$ cat src/rtl/dmc_regs.svh
`ifndef DMC_REGS_SVH
`define DMC_REGS_SVH

// Mode register width, reset value and field positions
`define DMC_MR3_W 17
`define DMC_MR3_RST 17'h00000
`define DMC_MR3_MPR_EN 2
`define DMC_MR3_FUNC_HI 1
`define DMC_MR3_FUNC_LO 0
`define DMC_FUNC_PATTERN 2'h0
`define DMC_MPR_AGENT 8'haa

// Mode register selects on the bank address
`define DMC_BA_MR3 3'h3

// Address bits that steer an MPR read
`define DMC_A_ORDER 2
`define DMC_A_CHOP 12

// Command codes on ras_n, cas_n, we_n
`define DMC_CMD_MRS 3'h0
`define DMC_CMD_READ 3'h5
`define DMC_CMD_WRITE 3'h4

// Burst sizes and start positions
`define DMC_BEATS_BL8 4'h8
`define DMC_BEATS_BC4 4'h4
`define DMC_POS_LOW 3'h0
`define DMC_POS_HIGH 3'h4

// Timing counts in command clocks
`define DMC_TMOD_CYC 12
`define DMC_RL_MIN 3

`endif

$ cat src/rtl/dmc_pkg.sv
package dmc_pkg;

    typedef enum logic [4:0] {
        DMC_IDLE = 5'h01,
        DMC_WAIT = 5'h02,
        DMC_PRE = 5'h04,
        DMC_BURST = 5'h08,
        DMC_POST = 5'h10
    } dmc_state_t;

    typedef enum logic [1:0] {
        DMC_BL_FIXED8 = 2'h0,
        DMC_BL_OTF = 2'h1,
        DMC_BL_FIXED4 = 2'h2
    } dmc_bl_t;

endpackage : dmc_pkg

$ cat src/rtl/dmc_fifo.sv
`timescale 1ns/1ps

module dmc_fifo #(
    parameter int WIDTH = 8,
    parameter int DEPTH = 8
) (
    input wire logic clk_sys,
    input wire logic rstn,
    input wire logic in_valid,
    output logic in_ready,
    input wire logic [WIDTH-1:0] in_data,
    output logic out_valid,
    input wire logic out_ready,
    output logic [WIDTH-1:0] out_data
);

    localparam int AW = $clog2(DEPTH);

    if (DEPTH < 2 || (1 << AW) != DEPTH || WIDTH < 1) begin : g_bad
        $error("dmc_fifo: DEPTH must be a power of two of at least 2");
    end

    logic [WIDTH-1:0] mem_r [DEPTH];
    logic [AW-1:0] wr_ptr_r;
    logic [AW-1:0] rd_ptr_r;
    logic [AW:0] count_r;
    logic push;
    logic pop;

    // Full and empty follow the fill count
    assign in_ready = (count_r != (AW+1)'(DEPTH));
    assign out_valid = (count_r != '0);
    assign push = in_valid && in_ready;
    assign pop = out_valid && out_ready;
    assign out_data = mem_r[rd_ptr_r];

    always_ff @(posedge clk_sys) begin
        if (push) begin
            mem_r[wr_ptr_r] <= in_data;
        end
    end

    always_ff @(posedge clk_sys) begin
        if (!rstn) begin
            wr_ptr_r <= '0;
            rd_ptr_r <= '0;
        end else begin
            if (push) begin
                wr_ptr_r <= wr_ptr_r + 1'b1;
            end
            if (pop) begin
                rd_ptr_r <= rd_ptr_r + 1'b1;
            end
        end
    end

    always_ff @(posedge clk_sys) begin
        if (!rstn) begin
            count_r <= '0;
        end else if (push && !pop) begin
            count_r <= count_r + 1'b1;
        end else if (pop && !push) begin
            count_r <= count_r - 1'b1;
        end
    end

endmodule : dmc_fifo

$ cat src/rtl/dmc_mpr.sv
`timescale 1ns/1ps
`include "dmc_regs.svh"

module dmc_mpr #(
    parameter int DQW = 8,
    parameter int FIFO_DEPTH = 8,
    parameter int TMOD_CYC = `DMC_TMOD_CYC,
    parameter bit PRIME_ONLY = 1'b1
) (
    input wire logic clk_sys,
    input wire logic rstn,
    input wire logic cs_n,
    input wire logic ras_n,
    input wire logic cas_n,
    input wire logic we_n,
    input wire logic [2:0] ba,
    input wire logic [13:0] addr,
    input wire logic dll_locked,
    input wire logic [5:0] read_latency,
    input wire dmc_pkg::dmc_bl_t burst_mode,
    output logic arr_rd_req,
    output logic arr_wr_req,
    output logic arr_bc4,
    output logic [2:0] arr_ba,
    output logic [13:0] arr_addr,
    input wire logic arr_valid,
    output logic arr_ready,
    input wire logic [DQW-1:0] arr_data,
    output logic mrs_other,
    output logic [`DMC_MR3_W-1:0] mr3_value,
    output logic mpr_active,
    output logic read_busy,
    output logic [DQW-1:0] dq_out,
    output logic dq_oe,
    output logic dqs_out,
    output logic dqs_oe
);
    import dmc_pkg::*;

    if (!(DQW == 4 || DQW == 8 || DQW == 16) || TMOD_CYC < 1) begin : g_bad
        $error("dmc_mpr: DQW must be 4, 8 or 16 and TMOD_CYC at least 1");
    end

    localparam int CW = $clog2(TMOD_CYC + 1);
    localparam logic [7:0] AGENT = `DMC_MPR_AGENT;

    // Value of one beat: agent bit at the burst position, placed on the lanes
    function automatic logic [DQW-1:0] mpr_beat(input logic [2:0] pos, input logic ok);
        logic b;
        logic [DQW-1:0] v;
        b = ok & AGENT[pos];
        v = '0;
        if (PRIME_ONLY) begin
            v[0] = b;
            if (DQW == 16) begin
                v[DQW/2] = b;
            end
        end else begin
            v = {DQW{b}};
        end
        return v;
    endfunction : mpr_beat

    // Command decode
    logic cmd_mrs;
    logic cmd_read;
    logic cmd_write;
    assign cmd_mrs = !cs_n && ({ras_n, cas_n, we_n} == `DMC_CMD_MRS);
    assign cmd_read = !cs_n && ({ras_n, cas_n, we_n} == `DMC_CMD_READ);
    assign cmd_write = !cs_n && ({ras_n, cas_n, we_n} == `DMC_CMD_WRITE);

    // Mode register with delayed take-over
    logic [`DMC_MR3_W-1:0] mr3_r;
    logic [`DMC_MR3_W-1:0] mr3_pend_r;
    logic pend_r;
    logic [CW-1:0] tmod_r;
    logic mpr_on;
    logic func_ok;

    always_ff @(posedge clk_sys) begin
        if (!rstn) begin
            mr3_pend_r <= `DMC_MR3_RST;
            pend_r <= 1'b0;
            tmod_r <= '0;
        end else if (cmd_mrs && ba == `DMC_BA_MR3) begin
            mr3_pend_r <= `DMC_MR3_W'(addr);
            pend_r <= 1'b1;
            tmod_r <= CW'(TMOD_CYC - 1);
        end else if (pend_r) begin
            if (tmod_r == '0) begin
                pend_r <= 1'b0;
            end else begin
                tmod_r <= tmod_r - 1'b1;
            end
        end
    end

    always_ff @(posedge clk_sys) begin
        if (!rstn) begin
            mr3_r <= `DMC_MR3_RST;
        end else if (pend_r && tmod_r == '0) begin
            mr3_r <= mr3_pend_r;
        end
    end

    assign mpr_on = mr3_r[`DMC_MR3_MPR_EN];
    // Function bits only matter when MPR is on
    assign func_ok = mr3_r[`DMC_MR3_FUNC_HI:`DMC_MR3_FUNC_LO] == `DMC_FUNC_PATTERN;
    assign mr3_value = mr3_r;
    assign mpr_active = mpr_on;

    // Other mode registers are passed on to the rest of the device
    always_ff @(posedge clk_sys) begin
        if (!rstn) begin
            mrs_other <= 1'b0;
        end else begin
            mrs_other <= cmd_mrs && ba != `DMC_BA_MR3;
        end
    end

    // Read burst sequencer
    dmc_state_t state_r;
    dmc_state_t state_nxt;
    logic [5:0] lat_r;
    logic [2:0] beat_r;
    logic [2:0] beat_nxt;
    logic [3:0] nbeats_r;
    logic [2:0] start_r;
    logic use_mpr_r;
    logic ok_r;
    logic take_read;
    logic chop;
    logic [5:0] rl_eff;

    assign take_read = cmd_read && state_r == DMC_IDLE && dll_locked;
    assign rl_eff = (read_latency < 6'(`DMC_RL_MIN)) ? 6'(`DMC_RL_MIN) : read_latency;

    always_comb begin
        case (burst_mode)
            DMC_BL_FIXED4: chop = 1'b1;
            DMC_BL_OTF: chop = !addr[`DMC_A_CHOP];
            default: chop = 1'b0;
        endcase
    end

    always_comb begin
        state_nxt = state_r;
        beat_nxt = beat_r;
        case (state_r)
            DMC_IDLE: begin
                if (take_read) begin
                    state_nxt = DMC_WAIT;
                end
            end
            DMC_WAIT: begin
                if (lat_r == '0) begin
                    state_nxt = DMC_PRE;
                end
            end
            DMC_PRE: begin
                state_nxt = DMC_BURST;
                beat_nxt = '0;
            end
            DMC_BURST: begin
                if (4'(beat_r) == nbeats_r - 4'h1) begin
                    state_nxt = DMC_POST;
                end else begin
                    beat_nxt = beat_r + 3'h1;
                end
            end
            DMC_POST: begin
                state_nxt = DMC_IDLE;
            end
            default: begin
                state_nxt = DMC_IDLE;
            end
        endcase
    end

    always_ff @(posedge clk_sys) begin
        if (!rstn) begin
            state_r <= DMC_IDLE;
            beat_r <= '0;
        end else begin
            state_r <= state_nxt;
            beat_r <= beat_nxt;
        end
    end

    always_ff @(posedge clk_sys) begin
        if (!rstn) begin
            lat_r <= '0;
        end else if (take_read) begin
            lat_r <= rl_eff - 6'(`DMC_RL_MIN);
        end else if (state_r == DMC_WAIT && lat_r != '0) begin
            lat_r <= lat_r - 6'h1;
        end
    end

    // Burst parameters latched with the command; other address bits ignored
    always_ff @(posedge clk_sys) begin
        if (!rstn) begin
            use_mpr_r <= 1'b0;
            ok_r <= 1'b0;
            nbeats_r <= `DMC_BEATS_BL8;
            start_r <= `DMC_POS_LOW;
        end else if (take_read) begin
            use_mpr_r <= mpr_on;
            ok_r <= func_ok;
            nbeats_r <= chop ? `DMC_BEATS_BC4 : `DMC_BEATS_BL8;
            if (chop && addr[`DMC_A_ORDER]) begin
                start_r <= `DMC_POS_HIGH;
            end else begin
                start_r <= `DMC_POS_LOW;
            end
        end
    end

    // Array requests only while MPR is off
    always_ff @(posedge clk_sys) begin
        if (!rstn) begin
            arr_rd_req <= 1'b0;
            arr_wr_req <= 1'b0;
            arr_bc4 <= 1'b0;
            arr_ba <= '0;
            arr_addr <= '0;
        end else begin
            arr_rd_req <= take_read && !mpr_on;
            arr_wr_req <= cmd_write && !mpr_on;
            if ((take_read || cmd_write) && !mpr_on) begin
                arr_bc4 <= chop;
                arr_ba <= ba;
                arr_addr <= addr;
            end
        end
    end

    // Array read data buffered ahead of the burst
    logic fifo_valid;
    logic fifo_pop;
    logic [DQW-1:0] fifo_data;

    assign fifo_pop = state_nxt == DMC_BURST && !use_mpr_r;

    dmc_fifo #(
        .WIDTH(DQW),
        .DEPTH(FIFO_DEPTH)
    ) u_fifo (
        .clk_sys(clk_sys),
        .rstn(rstn),
        .in_valid(arr_valid),
        .in_ready(arr_ready),
        .in_data(arr_data),
        .out_valid(fifo_valid),
        .out_ready(fifo_pop),
        .out_data(fifo_data)
    );

    // Data and strobe drive
    logic [DQW-1:0] dq_r;
    logic dq_oe_r;
    logic dqs_r;
    logic dqs_oe_r;

    always_ff @(posedge clk_sys) begin
        if (!rstn) begin
            dq_r <= '0;
            dq_oe_r <= 1'b0;
        end else if (state_nxt == DMC_BURST) begin
            dq_oe_r <= 1'b1;
            if (use_mpr_r) begin
                dq_r <= mpr_beat(start_r + beat_nxt, ok_r);
            end else begin
                dq_r <= fifo_valid ? fifo_data : '0;
            end
        end else begin
            dq_r <= '0;
            dq_oe_r <= 1'b0;
        end
    end

    always_ff @(posedge clk_sys) begin
        if (!rstn) begin
            dqs_r <= 1'b0;
            dqs_oe_r <= 1'b0;
        end else begin
            case (state_nxt)
                DMC_PRE: begin
                    dqs_r <= 1'b0;
                    dqs_oe_r <= 1'b1;
                end
                DMC_BURST: begin
                    dqs_r <= !beat_nxt[0];
                    dqs_oe_r <= 1'b1;
                end
                DMC_POST: begin
                    dqs_r <= 1'b0;
                    dqs_oe_r <= 1'b1;
                end
                default: begin
                    dqs_r <= 1'b0;
                    dqs_oe_r <= 1'b0;
                end
            endcase
        end
    end

    assign dq_out = dq_r;
    assign dq_oe = dq_oe_r;
    assign dqs_out = dqs_r;
    assign dqs_oe = dqs_oe_r;
    assign read_busy = state_r != DMC_IDLE;

endmodule : dmc_mpr

$ cat config.mk
export PLATFORM = sky130hd
export DESIGN_NAME = dmc_mpr
export DESIGN_NICKNAME = d
export VERILOG_FILES = /design/src/rtl/dmc_pkg.sv /design/src/rtl/dmc_fifo.sv /design/src/rtl/dmc_mpr.sv
export VERILOG_INCLUDE_DIRS = /design/src /design/src/rtl
export SDC_FILE = /design/constraint.sdc
export NUM_CORES = 1
export LEC_CHECK = 0
export BUFFER_PORTS_ARGS = -buffer_cell sky130_fd_sc_hd__buf_2
export CORE_UTILIZATION = 55
export CTS_CLUSTER_SIZE = 14
export DETAILED_ROUTE_END_ITERATION = 6
export GPL_TIMING_DRIVEN = 0
export PLACE_DENSITY_LB_ADDON = 0.3
export SETUP_SLACK_MARGIN = 0.3
export SLEW_MARGIN = 40
export SYNTH_ARGS = -nofsm -noshare
export SYNTH_HDL_FRONTEND = slang
export SYNTH_HIERARCHICAL = 1
export SYNTH_SLANG_ARGS = --single-unit
$ cat constraint.sdc
create_clock -name clk_sys -period 3.3 [get_ports clk_sys]
set_input_delay 0.66 -clock clk_sys [delete_from_list [all_inputs] [get_ports clk_sys]]
set_output_delay 0.66 -clock clk_sys [all_outputs]
set_load 0.01 [all_outputs]
After elaboration in Yosys (flattened, before gate mapping)
Memories as Yosys holds them, arrays and structs flattened. A register that Yosys moved wholly into a read port is not among the register bits.
Index checks and enable logic that the tools add are counted.
{"block": "classes", "addsub": 10, "magnitude_cmp": 2, "eq_ne": 17, "muxes": 29, "bitwise": 5, "reduce_logical": 41}
{"operator": "$mux 4", "count": 6}
{"operator": "$pmux 5 s4", "count": 1}
{"operator": "$logic_and 1x1->1", "count": 18}
{"operator": "$mux 6", "count": 3}
{"operator": "$mux 5", "count": 3}
{"operator": "$mux 3", "count": 4}
{"operator": "$sub 4x1->4 const B", "count": 3}
{"operator": "$eq 5x3->1 const B", "count": 2}
{"operator": "$eq 5x4->1 const B", "count": 2}
{"operator": "$mux 1", "count": 10}
{"operator": "$add 3x1->3 const B", "count": 3}
{"operator": "$logic_not 1->1", "count": 7}
{"operator": "$eq 3x3->1 const B", "count": 2}
{"operator": "$logic_not 6->1", "count": 1}
{"operator": "$lt 6x2->1 const B", "count": 1}
{"operator": "$pmux 3 s2", "count": 1}
{"operator": "$reduce_and 2->1", "count": 3}
{"operator": "$reduce_bool 2->1", "count": 3}
{"operator": "$reduce_bool 6->1", "count": 1}
{"operator": "$sub 6x1->6 const B", "count": 1}
{"operator": "$sub 6x2->6 const B", "count": 1}
{"operator": "$eq 5x1->1 const B", "count": 1}
{"operator": "$eq 5x2->1 const B", "count": 1}
{"operator": "$eq 5x5->1 const B", "count": 1}
{"operator": "22 further kinds", "count": 25}
{"block": "totals", "ff_bits": 98, "mem_bits_rw": 64, "rom_bits": 8, "in_bits": 41, "out_inout_bits": 52, "wordCells": 132, "memories": 2}
{"name": "u_fifo.mem_r", "depth": 8, "width": 8, "rd": 1, "rd_clocked_by_memory_dff": 1, "write_ports": 1, "line": "dmc_fifo.sv:23", "rtl": "logic [WIDTH-1:0] mem_r [DEPTH];"}
{"name": "(no name shown)", "depth": 8, "width": 1, "rd": 1, "rd_clocked_by_memory_dff": 0, "write_ports": 0, "line": "dmc_mpr.sv:51", "rtl": "b = ok & AGENT[pos];"}

Depth between registers and ports, before layout
{"block": "depth", "depth_word": 12, "mapped_depth": 14, "mapped_depth_nobuf": 13}

Hierarchy
The synthesis kept the hierarchy.
{"mod": "dmc_mpr", "instances": 1, "cells_each": 409, "area_per_inst_um2": 3462.1, "seq_area_each_um2": 1661.6}
{"mod": "dmc_fifo", "instances": 1, "cells_each": 166, "area_per_inst_um2": 3159.3, "seq_area_each_um2": 2182.1}

Worst setup path after synthesis
Ideal clock, no wire load.
{"block": "synth_timing", "path_kind": "flip-flop to flip-flop", "startpoint": "register beat_r[0]", "endpoint": "register u_fifo.count_r[3]", "setup_time_ps": 72, "t_arrival_ps": 2763, "t_required_ps": 3228, "path_slack_ps": 466, "path_stages_with_launch": 15, "path_buffers": 1, "synth_period_minus_slack_ps": 2834, "path_cell_list": "dfxtp_1 ha_1 nor4bb_1 a31o_2 o21a_1 clkbuf_1 nor2_1 nand2_2 ha_1 inv_1 ha_1 a21oi_1 a211oi_1 a31oi_1 mux2i_1"}
{"block": "synth_via", "elab_chain_cells": 9, "word_cells_on_any_way": 11, "cone_classes": "2 x eq/ne; 3 x mux; 6 x reduce/logical"}
{"item": "from (decl)", "line": "dmc_mpr.sv:125", "rtl": "logic [2:0] beat_r;"}
{"item": "from (signal assigned)", "line": "dmc_mpr.sv:186", "rtl": "beat_r <= beat_nxt;"}
{"item": "$eq 3x4->1 (*)", "line": "dmc_mpr.sv:165", "rtl": "if (4'(beat_r) == nbeats_r - 4'h1) begin"}
{"item": "$mux 5 (*)", "line": "dmc_mpr.sv:165"}
{"item": "$pmux 5 s4 (*)", "line": "dmc_mpr.sv:149", "rtl": "case (state_r)"}
{"item": "$eq 5x4->1 (*)", "line": "dmc_mpr.sv:243", "rtl": "assign fifo_pop = state_nxt == DMC_BURST && !use_mpr_r;"}
{"item": "$logic_and 1x1->1 (*)", "line": "dmc_mpr.sv:243"}
{"item": "net fifo_pop", "line": "dmc_mpr.sv:240", "rtl": "logic fifo_pop;"}
{"item": "$logic_and 1x1->1 (*)", "line": "dmc_fifo.sv:34", "rtl": "assign pop = out_valid && out_ready;"}
{"item": "$logic_not 1->1", "line": "dmc_fifo.sv:60", "rtl": "end else if (push && !pop) begin"}
{"item": "$logic_and 1x1->1", "line": "dmc_fifo.sv:60"}
{"item": "$mux 4 / $reduce_bool 2->1 (equally long branches)"}
{"item": "to (signal assigned)", "line": "dmc_fifo.sv:61", "rtl": "count_r <= count_r + 1'b1;"}
{"item": "to (signal assigned)", "line": "dmc_fifo.sv:63", "rtl": "count_r <= count_r - 1'b1;"}
{"item": "to (decl)", "line": "dmc_fifo.sv:26", "rtl": "logic [AW:0] count_r;"}
Mark *: on every way through the listed nets, which the timed path passes. The rest lies on a longest branch.
A chain may end at the register's enable or synchronous reset.

Worst setup path after layout
Ends and elaborated chain as after synthesis.

==> out/summary.txt <==
Status - finished with violations
Failing checks - design-rule violations
Power Density - 573.2 nW/µm²
Gpl congestion - 0.8261
Sequential share of the synthesized area - 0.5805
Crit path top cell by count - ha_1
Ports - 93
Max-slew violations - 0
Min Hold Slack - 0.4544 ns
Number of flops mapped to enable cells by yosys - 64
CTS tree - yes
CTS Sinks - 160
Mean post-synth cell area - 11.52 µm²
Cells along the critical path - ha_2, nor4bb_4, a31o_2, o21a_1, buf_8, nor2_4, nand2_2, ha_1, inv_2, ha_1, a21oi_2, a211oi_1, a31oi_1, mux2i_1
Fin crit period - 2.854 ns
Slew headroom - 0.4429
Die Y - 111.7 µm
Core ar. - 11560 µm²
Post-layout instance area - 7994 µm²
Type of the worst min-delay path - reg -> reg
# rows - 39
Detailed-route via count - 4866
First-pass GRT wire length - 23720 µm
Area occupied by multi-input gates - 2596 µm²
Die X - 111.7 µm
Ys Warns - 6
Proportion of layout cells with a drive suffix above 1 - 0.2546
Critical path data arrival time - 3.22 ns
RSZ-0062 raised after global routing - false
Top post-synthesis cells by area - dfxtp_1, edfxtp_1, mux4_1, a21oi_1, nand2_1
NumNets Final - 744
Area after DPL - 7295 µm²
FMAX - 350.3 MHz
Drt drc - 10
Final setup fails - 0
Critical path's largest stage delay - 0.34 ns
CP max FO - 8
Clk_skew - 0.006981 ns
Drt total wl - 14850 µm
Clk pin slew, worst setup/hold paths - 0.07 ns
Final Cycle Share - 0.8650
Yosys cell types - 65
Worst path slowest cell - dfxtp_2
Die area - 12480 µm²
Cells after synthesis - 575
1st-pass router iterations - 6
Clock Tree Buf Depth - 2
Synth top area share - 0.2902
Routed vias/inst - 5.752
HPWL Detailed - 10050 µm
Crit path required time - 3.67 ns
Post-synthesis register bit count - 160
LEAKAGE - 3.044 nW
Fillers - 854
Post-DRT Antenna Nets - 0
H-tree levels - 4
Largest net degree at the start of global routing - 18
Hold Buf Count CTS - 0
Root Buffer - clkbuf_16
Synthesized area - 6621 µm²
Dominant synthesized flop cell - dfxtp_1
Gr ovfl total - 0
Routed WL per cell - 17.55 µm
Crit path launch type - register
Final Hold Violating Endpoints - 0
CTS Buf Count - 17
Area growth syn-to-layout - 20.73%
Initial antenna violation count - 0
Vias in the first global route - 4818
Drt first-iter violations - 348
Diode count - 0
Worst skew pair latency - 0.44 ns
Total GRT Usage - 0.2525
Area leader, netlist - dfxtp_1
Initial Util - 0.5725
Worst-margin pin slew - 0.8311 ns
FFs w/ async S/R, synth - 0
Maximum VDD drop - 0.0005364 V
# Max-Cap Violations - 0
Critical Setup Path Class - reg -> reg
Count of port buffers added during placement - 89
Crit. End Element - register
Reg area - 3845 µm²
[cell usage after synthesis (all sizes together) (5+ instances only)]
master,count
mux2,8
clkbuf,19
buf,15
nand2,78
nor4,5
and2,7
nor4b,9
nor3,12
or4,5
nand3,30
edfxtp,64
inv,17
nor2,17
a21oi,62
o21ai,25
dfxtp,96
xnor2,8
mux4,16
ha,12
nand2b,7
[critical path: cells and delay by family (launching register included)]
family	cells	cell delay (ns)
buf+inv	2	0.24
mux	1	0.20
simple gates	3	0.39
flops	1	0.34
compound gates	5	0.92
fa+ha+maj	3	0.69
[cell type report]
cell class / count / share of cell area
Sequential cell: 160 / 0.4810
Multi-Input combinational cell: 366 / 0.3248
Clock buffer: 20 / 0.06261
Timing Repair Buffer: 94 / 0.05979
Buffer: 34 / 0.02630
Tap cell: 143 / 0.02238
Clock inverter: 12 / 0.01518
Inverter: 17 / 0.007982
[layout by cell type, fill, tap and decap left out, types with 6 or more instances in the layout]
cell type   n
dfxtp_1    95
inv_6       6
xnor2_1     8
mux4_1     16
a21oi_1    61
clkbuf_16  20
buf_2      95
nor2_1     13
mux2_2      8
clkbuf_1   17
nand2_1    76
edfxtp_1   64
nand2b_1    7
o21ai_0    24
and2_1      7
nand3_1    28
nor3_1      8
buf_4       8
inv_1      16
ha_1       11
nor4b_1     9
[worst paths after layout]
check                                   start                 to  slack (ns)  cells after the start
worst max-delay path                beat_r[0]  u_fifo/count_r[3]        0.45                     14
worst max register to register      beat_r[0]  u_fifo/count_r[3]        0.45                     14
worst min-delay path            mr3_pend_r[8]       mr3_value[8]        0.45                      2
worst min register to register  mr3_pend_r[8]       mr3_value[8]        0.45                      2
[where the power goes]
| part | internal, mW | leakage (nW) | total, mW | switching, mW |
|---|---|---|---|---|
| sequential | 2.13 | 1.36 | 2.17 | 0.0465 |
| combinational | 0.169 | 1.38 | 0.398 | 0.230 |
| clock | 1.14 | 0.305 | 2.01 | 0.873 |
[kinds of logic (layout without fill, tap and decap cells)]
group	Yosys count	count (layout)	share of synthesized area
buf+inv	51	177	0.03968
fa+ha+maj	13	13	0.02570
simple gates	197	197	0.1544
other cells	1	3	0.0005663
mux	26	26	0.08012
compound gates	116	116	0.1045
xor+xnor	11	11	0.01455
flops	160	160	0.5805
[per-layer routing]
metal  track usage  share of wire  up-vias
li1              -              -     2344
met1        0.2905           0.41     2341
met2        0.4418           0.52      151
met3       0.06641          0.051       30
met4        0.1126          0.022        0
met5             0              0        -
[through the flow]
| step | cells | utilization | worst slack [ns] | TNS [ns] | power [mW] |
|---|---|---|---|---|---|
| after floorplan | 577 | - | 0.4656 | 0 | 2.454 |
| after global placement | 809 | 0.6272 | 0.02997 | 0 | 2.568 |
| after detailed placement | 811 | 0.6307 | -0.07603 | -0.07603 | 2.599 |
| after CTS | 844 | 0.6867 | 0.3642 | 0 | 4.608 |
| after global routing | 846 | 0.6912 | 0.3059 | 0 | 4.730 |
| final | 846 | 0.6912 | 0.4456 | 0 | 4.582 |
[registers in the layout, summed over array words and instances (netlist names), 3 cells and up, named ones only]
register,count
arr_addr,14
arr_ba,3
beat_r,3
dq_out,8
lat_r,6
mr3_pend_r,14
mr3_value,14
state_r,5
tmod_r,4
u_fifo/count_r,4
u_fifo/mem_r,64
u_fifo/rd_ptr_r,3
u_fifo/wr_ptr_r,3
[timing repair]
action | in CTS | in global routing
setup buffers | 1 | 2
setup endpoints to repair | 3 | 1
endpoints found under the hold margin | 0 | 0
resized for setup | 5 | 8
pin swaps | 0 | 1
Power figures use the tool's default switching activity.
